## src/rtl/csf_defines.vh

```
// register offsets, field positions and reset values of the status-flag block
`ifndef CSF_DEFINES_VH
`define CSF_DEFINES_VH

// ------------------------------------------------------------
// register offsets
// ------------------------------------------------------------
`define CSF_ADDR_PSW      8'hd0
`define CSF_ADDR_WORK     8'he0
`define CSF_ADDR_AUX      8'hf0

// ------------------------------------------------------------
// status word bit positions
// ------------------------------------------------------------
`define CSF_BIT_CARRY     7
`define CSF_BIT_HALF      6
`define CSF_BIT_USER0     5
`define CSF_BIT_BANK_HI   4
`define CSF_BIT_BANK_LO   3
`define CSF_BIT_OVF       2
`define CSF_BIT_USER1     1
`define CSF_BIT_PARITY    0

// ------------------------------------------------------------
// reset values and constants
// ------------------------------------------------------------
`define CSF_RST_BYTE      8'h00
`define CSF_RST_BANK      2'b00
`define CSF_BANK_BASE_W   5

`endif

```

## src/rtl/csf_status_flags.v

```verilog
// working register, auxiliary register and program status word of the cpu core
//
// What this block does
// - 8-bit read/write working data register, clears to 0x00 on reset.
// - ALU results with carry, half-carry, overflow or parity change update the status word.
// - 8-bit read/write auxiliary register for multiply/divide, clears to 0x00.
// - Carry flag bit 7 follows add carry, no-borrow, rotate-out one, compare non-negative.
// - Half-carry bit 6 set on BCD carry out of bit 3, else cleared.
// - Bits 5 and 1 are user read/write flags, reset 0, drive nothing.
// - Bank field bits 4:3 selects working registers at 00H, 08H, 10H or 18H.
// - Overflow bit 2 set when arithmetic overflows the working register, else cleared.
// - Parity bit 0 is read-only, 1 for odd count of ones in working register.

`include "csf_defines.vh"

module csf_status_flags (
  // clock and reset
  input  wire       clk_i,
  input  wire       nrst_i,
  // register port
  input  wire [7:0] reg_addr_i,
  input  wire [7:0] reg_wdata_i,
  input  wire       reg_wr_i,
  input  wire       reg_rd_i,
  output reg  [7:0] reg_rdata_o,
  // alu result writes into the working and auxiliary registers
  input  wire       alu_work_we_i,
  input  wire [7:0] alu_work_i,
  input  wire       alu_aux_we_i,
  input  wire [7:0] alu_aux_i,
  // alu flag updates, each with its own enable
  input  wire       carry_we_i,
  input  wire       carry_i,
  input  wire       half_we_i,
  input  wire       half_i,
  input  wire       ovf_we_i,
  input  wire       ovf_i,
  // state seen by the core
  output reg  [7:0] alu_working_reg_o,
  output reg  [7:0] mul_div_aux_reg_o,
  output reg  [7:0] program_status_word_o,
  output reg  [4:0] bank_base_addr_o
);

  // ------------------------------------------------------------
  // storage
  // ------------------------------------------------------------
  reg  [7:0] work_r;
  reg  [7:0] work_nxt;
  reg  [7:0] aux_r;
  reg  [7:0] aux_nxt;
  reg        carry_r;
  reg        carry_nxt;
  reg        half_r;
  reg        half_nxt;
  reg        user0_r;
  reg        user0_nxt;
  reg  [1:0] bank_r;
  reg  [1:0] bank_nxt;
  reg        ovf_r;
  reg        ovf_nxt;
  reg        user1_r;
  reg        user1_nxt;

  wire       psw_wr  = reg_wr_i & (reg_addr_i == `CSF_ADDR_PSW);
  wire       work_wr = reg_wr_i & (reg_addr_i == `CSF_ADDR_WORK);
  wire       aux_wr  = reg_wr_i & (reg_addr_i == `CSF_ADDR_AUX);

  // ------------------------------------------------------------
  // next-state logic
  // ------------------------------------------------------------
  always @* begin
    // the core owns the datapath: its write lands over a same-cycle software write
    work_nxt = work_r;
    if (alu_work_we_i) begin
      work_nxt = alu_work_i;
    end else if (work_wr) begin
      work_nxt = reg_wdata_i;
    end
    aux_nxt = aux_r;
    if (alu_aux_we_i) begin
      aux_nxt = alu_aux_i;
    end else if (aux_wr) begin
      aux_nxt = reg_wdata_i;
    end
    carry_nxt = carry_r;
    half_nxt  = half_r;
    user0_nxt = user0_r;
    bank_nxt  = bank_r;
    ovf_nxt   = ovf_r;
    user1_nxt = user1_r;
    if (psw_wr) begin
      carry_nxt = reg_wdata_i[`CSF_BIT_CARRY];
      half_nxt  = reg_wdata_i[`CSF_BIT_HALF];
      user0_nxt = reg_wdata_i[`CSF_BIT_USER0];
      bank_nxt  = reg_wdata_i[`CSF_BIT_BANK_HI:`CSF_BIT_BANK_LO];
      ovf_nxt   = reg_wdata_i[`CSF_BIT_OVF];
      user1_nxt = reg_wdata_i[`CSF_BIT_USER1];
    end
    // flag updates come last so they override the software write bit by bit
    if (carry_we_i) begin
      carry_nxt = carry_i;
    end
    if (half_we_i) begin
      half_nxt = half_i;
    end
    if (ovf_we_i) begin
      ovf_nxt = ovf_i;
    end
  end

  // ------------------------------------------------------------
  // read select decode
  // ------------------------------------------------------------
  wire       psw_rd  = reg_rd_i & (reg_addr_i == `CSF_ADDR_PSW);
  wire       work_rd = reg_rd_i & (reg_addr_i == `CSF_ADDR_WORK);
  wire       aux_rd  = reg_rd_i & (reg_addr_i == `CSF_ADDR_AUX);

  // ------------------------------------------------------------
  // parity chains
  // ------------------------------------------------------------
  // one per-bit cell builds both views, so read and mirror parity agree
  wire [7:0] par_nxt_chain;
  wire [7:0] par_cur_chain;

  assign par_nxt_chain[0] = work_nxt[0];
  assign par_cur_chain[0] = work_r[0];

  genvar gi;
  generate
    for (gi = 1; gi < 8; gi = gi + 1) begin : g_parity
      assign par_nxt_chain[gi] = par_nxt_chain[gi-1] ^ work_nxt[gi];
      assign par_cur_chain[gi] = par_cur_chain[gi-1] ^ work_r[gi];
    end
  endgenerate

  // parity of the next working value, so the output flop stays aligned with it
  wire       parity_nxt = par_nxt_chain[7];
  // parity of the current value, for software reads
  wire       parity_cur = par_cur_chain[7];

  // ------------------------------------------------------------
  // status word assembly
  // ------------------------------------------------------------
  reg  [7:0] psw_nxt;
  reg  [7:0] psw_cur;

  always @* begin
    psw_nxt                                    = `CSF_RST_BYTE;
    psw_nxt[`CSF_BIT_CARRY]                    = carry_nxt;
    psw_nxt[`CSF_BIT_HALF]                     = half_nxt;
    psw_nxt[`CSF_BIT_USER0]                    = user0_nxt;
    psw_nxt[`CSF_BIT_BANK_HI:`CSF_BIT_BANK_LO] = bank_nxt;
    psw_nxt[`CSF_BIT_OVF]                      = ovf_nxt;
    psw_nxt[`CSF_BIT_USER1]                    = user1_nxt;
    psw_nxt[`CSF_BIT_PARITY]                   = parity_nxt;
  end

  // parity bit is read-only; no write path reaches it
  always @* begin
    psw_cur                                    = `CSF_RST_BYTE;
    psw_cur[`CSF_BIT_CARRY]                    = carry_r;
    psw_cur[`CSF_BIT_HALF]                     = half_r;
    psw_cur[`CSF_BIT_USER0]                    = user0_r;
    psw_cur[`CSF_BIT_BANK_HI:`CSF_BIT_BANK_LO] = bank_r;
    psw_cur[`CSF_BIT_OVF]                      = ovf_r;
    psw_cur[`CSF_BIT_USER1]                    = user1_r;
    psw_cur[`CSF_BIT_PARITY]                   = parity_cur;
  end

  // ------------------------------------------------------------
  // bank base decode
  // ------------------------------------------------------------
  // each bank is eight bytes wide
  reg  [4:0] bank_base_nxt;

  always @* begin
    case (bank_nxt)
      2'h0: begin
        bank_base_nxt = 5'h00;
      end
      2'h1: begin
        bank_base_nxt = 5'h08;
      end
      2'h2: begin
        bank_base_nxt = 5'h10;
      end
      2'h3: begin
        bank_base_nxt = 5'h18;
      end
      default: begin
        bank_base_nxt = 5'h00;
      end
    endcase
  end

  // ------------------------------------------------------------
  // read data select
  // ------------------------------------------------------------
  // unmapped or idle cycles return zero, so stale data never lingers
  reg  [7:0] rdata_nxt;

  always @* begin
    rdata_nxt = `CSF_RST_BYTE;
    if (psw_rd) begin
      rdata_nxt = psw_cur;
    end else if (work_rd) begin
      rdata_nxt = work_r;
    end else if (aux_rd) begin
      rdata_nxt = aux_r;
    end
  end

  // ------------------------------------------------------------
  // architectural state
  // ------------------------------------------------------------
  always @(posedge clk_i) begin
    if (!nrst_i) begin
      work_r  <= `CSF_RST_BYTE;
      aux_r   <= `CSF_RST_BYTE;
      carry_r <= 1'b0;
      half_r  <= 1'b0;
      user0_r <= 1'b0;
      bank_r  <= `CSF_RST_BANK;
      ovf_r   <= 1'b0;
      user1_r <= 1'b0;
    end else begin
      work_r  <= work_nxt;
      aux_r   <= aux_nxt;
      carry_r <= carry_nxt;
      half_r  <= half_nxt;
      user0_r <= user0_nxt;
      bank_r  <= bank_nxt;
      ovf_r   <= ovf_nxt;
      user1_r <= user1_nxt;
    end
  end

  // ------------------------------------------------------------
  // output mirrors
  // ------------------------------------------------------------
  // mirrors load the next values, so they always equal the state flops
  always @(posedge clk_i) begin
    if (!nrst_i) begin
      alu_working_reg_o     <= `CSF_RST_BYTE;
      mul_div_aux_reg_o     <= `CSF_RST_BYTE;
      program_status_word_o <= `CSF_RST_BYTE;
      bank_base_addr_o      <= 5'h00;
    end else begin
      alu_working_reg_o     <= work_nxt;
      mul_div_aux_reg_o     <= aux_nxt;
      program_status_word_o <= psw_nxt;
      bank_base_addr_o      <= bank_base_nxt;
    end
  end

  // ------------------------------------------------------------
  // read port
  // ------------------------------------------------------------
  // data stand for exactly one cycle after the read strobe
  always @(posedge clk_i) begin
    if (!nrst_i) begin
      reg_rdata_o <= `CSF_RST_BYTE;
    end else begin
      reg_rdata_o <= rdata_nxt;
    end
  end

endmodule // csf_status_flags

```

## config.mk

```make
export PLATFORM = sky130hd
export DESIGN_NAME = csf_status_flags
export DESIGN_NICKNAME = d
export VERILOG_FILES = /design/src/rtl/csf_status_flags.v
export VERILOG_INCLUDE_DIRS = /design/src /design/src/rtl
export SDC_FILE = /design/constraint.sdc
export NUM_CORES = 1
export LEC_CHECK = 0
export BUFFER_PORTS_ARGS = -buffer_cell sky130_fd_sc_hd__buf_2
export CORE_ASPECT_RATIO = 1.1
export CORE_MARGIN = 5
export CORE_UTILIZATION = 47
export DETAILED_ROUTE_END_ITERATION = 8
export PLACE_DENSITY = 0.77
export SLEW_MARGIN = 30
export SYNTH_ARGS = -nofsm -noshare
export SYNTH_HDL_FRONTEND = slang
export SYNTH_SLANG_ARGS = --single-unit
```

## constraint.sdc

```tcl
create_clock -name clk_i -period 3 [get_ports clk_i]
set_clock_uncertainty 0.1 [all_clocks]
set_input_delay 0.6 -clock clk_i [delete_from_list [all_inputs] [get_ports clk_i]]
set_output_delay 0.6 -clock clk_i [all_outputs]
set_load 0.02 [all_outputs]
```

==> flow_summary.yaml <==
synth:
  synth_edf_count: 0
  synthDistinctLibCells: 33
  synth_compound_area_frac: 0.129
  async_reset_ff_frac: 0
  synth_top_cell_by_area: "dfxtp_1"
  synthMuxAreaShare: 0.0975
  ys.flop_type: "dfxtp_1"
  synth_fa_ha_area_frac: 0
  synth_xor_area_frac: 0.0733
  synth_top_family_by_area: "simple AND/OR/NAND/NOR gates"
  synthTopCellsByArea: "dfxtp_1 (37%), mux2i_1 (9.1%), nand2_1 (5.9%)"
  synth_warnings: 0
  ys_seq_area_frac: 0.366
  synthSimpleGateAreaFrac: 0.269
  synth-seq-cells: 34
  avgSynthCellArea_um2: 8.38
  netlist_area_um2: 1860
  synth_top_area_frac: 0.366
  postSynthCellCount: 222
worst_setup_path:
  r2r_end: "program_status_word_o[0]$_SDFF_PN0_"
  slowest_delay_ns: 0.54
  crit_type: "input port to flip-flop"
  cp_num_buf_inv: 1
  reg2regPathDepth: 6
  crit_chain: "buf_2, or4_4, nor3_2, mux2_2, a311oi_2, xnor3_1, and2_1"
  critPathLaunchType: "input port"
  timing.rr.start: "alu_working_reg_o[1]$_SDFF_PN0_"
  required_ns: 3.09
  crit_family: "simple AND/OR/NAND/NOR gates"
  r2r_slack_ns: 1.06
  slowest_stage: "or4_4"
  critical_path.endpoint_type: "flip-flop"
  crit_fanout: 3
  cp.arrival_ns: 2.66
clocking:
  ctsRootBufferMaster: "clkbuf_8"
  path_clk_slew_ns: 0.07
  cts.sinks: 34
  numCtsBuffers: 5
  postCtsHoldBufs: 0
  insertion_delay_ns: 0.29
  cts-resized-gates: 0
  clock_path_buffers: 2
  postCtsSetupBuffers: 0
  htree_levels: 2
  cts_tree: "built"
routing:
  drt-met1-wl_mm: 2.08
  drt_iter0_markers: 108
  wl_met3_um: 384
  drc: 0
  vias_per_cell: 5.25
  top_layer_used: "met4"
  first_pass_iters: 5
  wl_met2_mm: 2.50
  routedWlPerCell_um: 14.6
  antenna_left: 0
  num_vias: 1812
  wirelength_mm: 5.03
place:
  io_buffers: 77
  dpl.hpwl_mm: 3.79
  gp_congestion: 0.860
layout:
  finalNetCount: 337
  insertedDiodeCount: 0
  seq_area_um2: 681
  multi_input_area_um2: 1070
  drive_gt1_frac: 0.317
  fillers: 383
  final_common_cell: "buf_2"
  final_cell_mix: "buf_2 (77), dfxtp_1 (34), nand2_1 (29)"
  syn_to_final_growth_pct: 26.6
grt:
  grt_usage: 0.186
  first_global_vias: 1801
  antenna_found_initial: 0
  grt_max_degree: 28
  overflow: 0
  grt_pass1_wl_mm: 8.02
sta:
  slew_viol_final: 0
  rsz0062_at_grt: "false"
  fmax_mhz: 389
  finalCritPeriodShare: 0.856
  finalCriticalPeriod_ns: 2.57
  max_slew_margin: 0.639
  hold_viol: 0
  worstMarginPinSlew_ns: 0.537
  setup_viol: 0
  tns_ns: 0
die:
  core_um2: 3900
  io_pins: 81
  row_count: 24
  die_w_um: 70.0
  die-area_um2: 5320
  start_util: 0.477
  die_h_um: 76.0
hold_path:
  min_path_type: "flip-flop to flip-flop"
  whs_path_depth: 2
  hp-start: "program_status_word_o[5]$_SDFFE_PN0P_"
  min_to: "reg_rdata_o[5]$_SDFF_PN0_"
pwr:
  peakVddDrop_mv: 0.369
  p_leak_nw: 1.26
  powerDensity_nw_per_um2: 479
  p_total_mw: 1.13
status:
  run_status: "finished clean"
run:
  max_cap_viol_count: 0
## area by class of cell
class,count,share of cell area
clock buffer,6,0.0351
timing repair buffer,82,0.180
tap,52,0.0276
multi-input combinational,169,0.454
inverter,1,0.00159
clock inverter,1,0.0128
sequential,34,0.289
## cell families after synthesis
group,after synthesis
flops,34
simple gates,99
compound gates,35
xor+xnor,14
mux,18
buf+inv,21
other cells,1
## power breakdown
group | switching [mW] | total [mW] | leakage [nW] | internal, mW
clock network | 0.163 | 0.428 | 0.0573 | 0.266
logic | 0.119 | 0.212 | 0.925 | 0.0933
registers | 0.0167 | 0.488 | 0.278 | 0.471
total | 0.298 | 1.13 | 1.26 | 0.830
## through the flow
stage	cell area [um2]	hold WS [ns]	setup slack (ns)	instances	util
final	2350	0.409	0.431	345	0.603
after global routing	2350	0.445	0.333	345	0.603
after CTS	2350	0.414	0.445	345	0.603
after detailed placement	2240	0.395	0.143	338	0.574
after global placement	2240	0.403	0.192	338	0.574
after floorplan	1870	0.383	0.307	224	-
## state kept, by name, summed over array words and instances, names as in the netlist
register	count
reg_rdata_o	8
alu_working_reg_o	8
carry_r	1
program_status_word_o	6
bank_r	1
bank_base_addr_o	2
mul_div_aux_reg_o	8
## worst max-delay path by stage
stage,startpoint,endpoint,slack (ns),depth (start not counted)
floorplan,reg_addr_i[1],program_status_word_o[0]$_SDFF_PN0_,0.31,6
global placement,reg_addr_i[1],program_status_word_o[0]$_SDFF_PN0_,0.19,7
detailed placement,reg_addr_i[1],program_status_word_o[0]$_SDFF_PN0_,0.14,7
CTS,reg_addr_i[1],program_status_word_o[0]$_SDFF_PN0_,0.44,7
global route,reg_addr_i[1],program_status_word_o[0]$_SDFF_PN0_,0.33,8
finish,reg_addr_i[1],program_status_word_o[0]$_SDFF_PN0_,0.43,7
## per-layer routing
metal | global-route usage | up-vias
li1 | - | 905
met1 | 0.198 | 829
met2 | 0.337 | 69
met3 | 0.0620 | 9
met4 | 0.0651 | 0
met5 | 0 | -
## tightest hold or removal path, cell delays in order (launching register included)
cell and delay, ns:
dfxtp_1 0.32, nor2_1 0.10, nor4_1 0.05
## synth_stat cells (7+ instances only)
master,count
o21ai_0,12
nor4_1,10
nor2_1,22
a21oi_1,9
buf_4,8
nand2_1,29
and2_1,13
mux2i_1,17
clkbuf_1,10
o211a_1,8
xor2_1,7
dfxtp_1,34
nand3_1,7
Note: power is estimated with default switching activity, not from simulation.
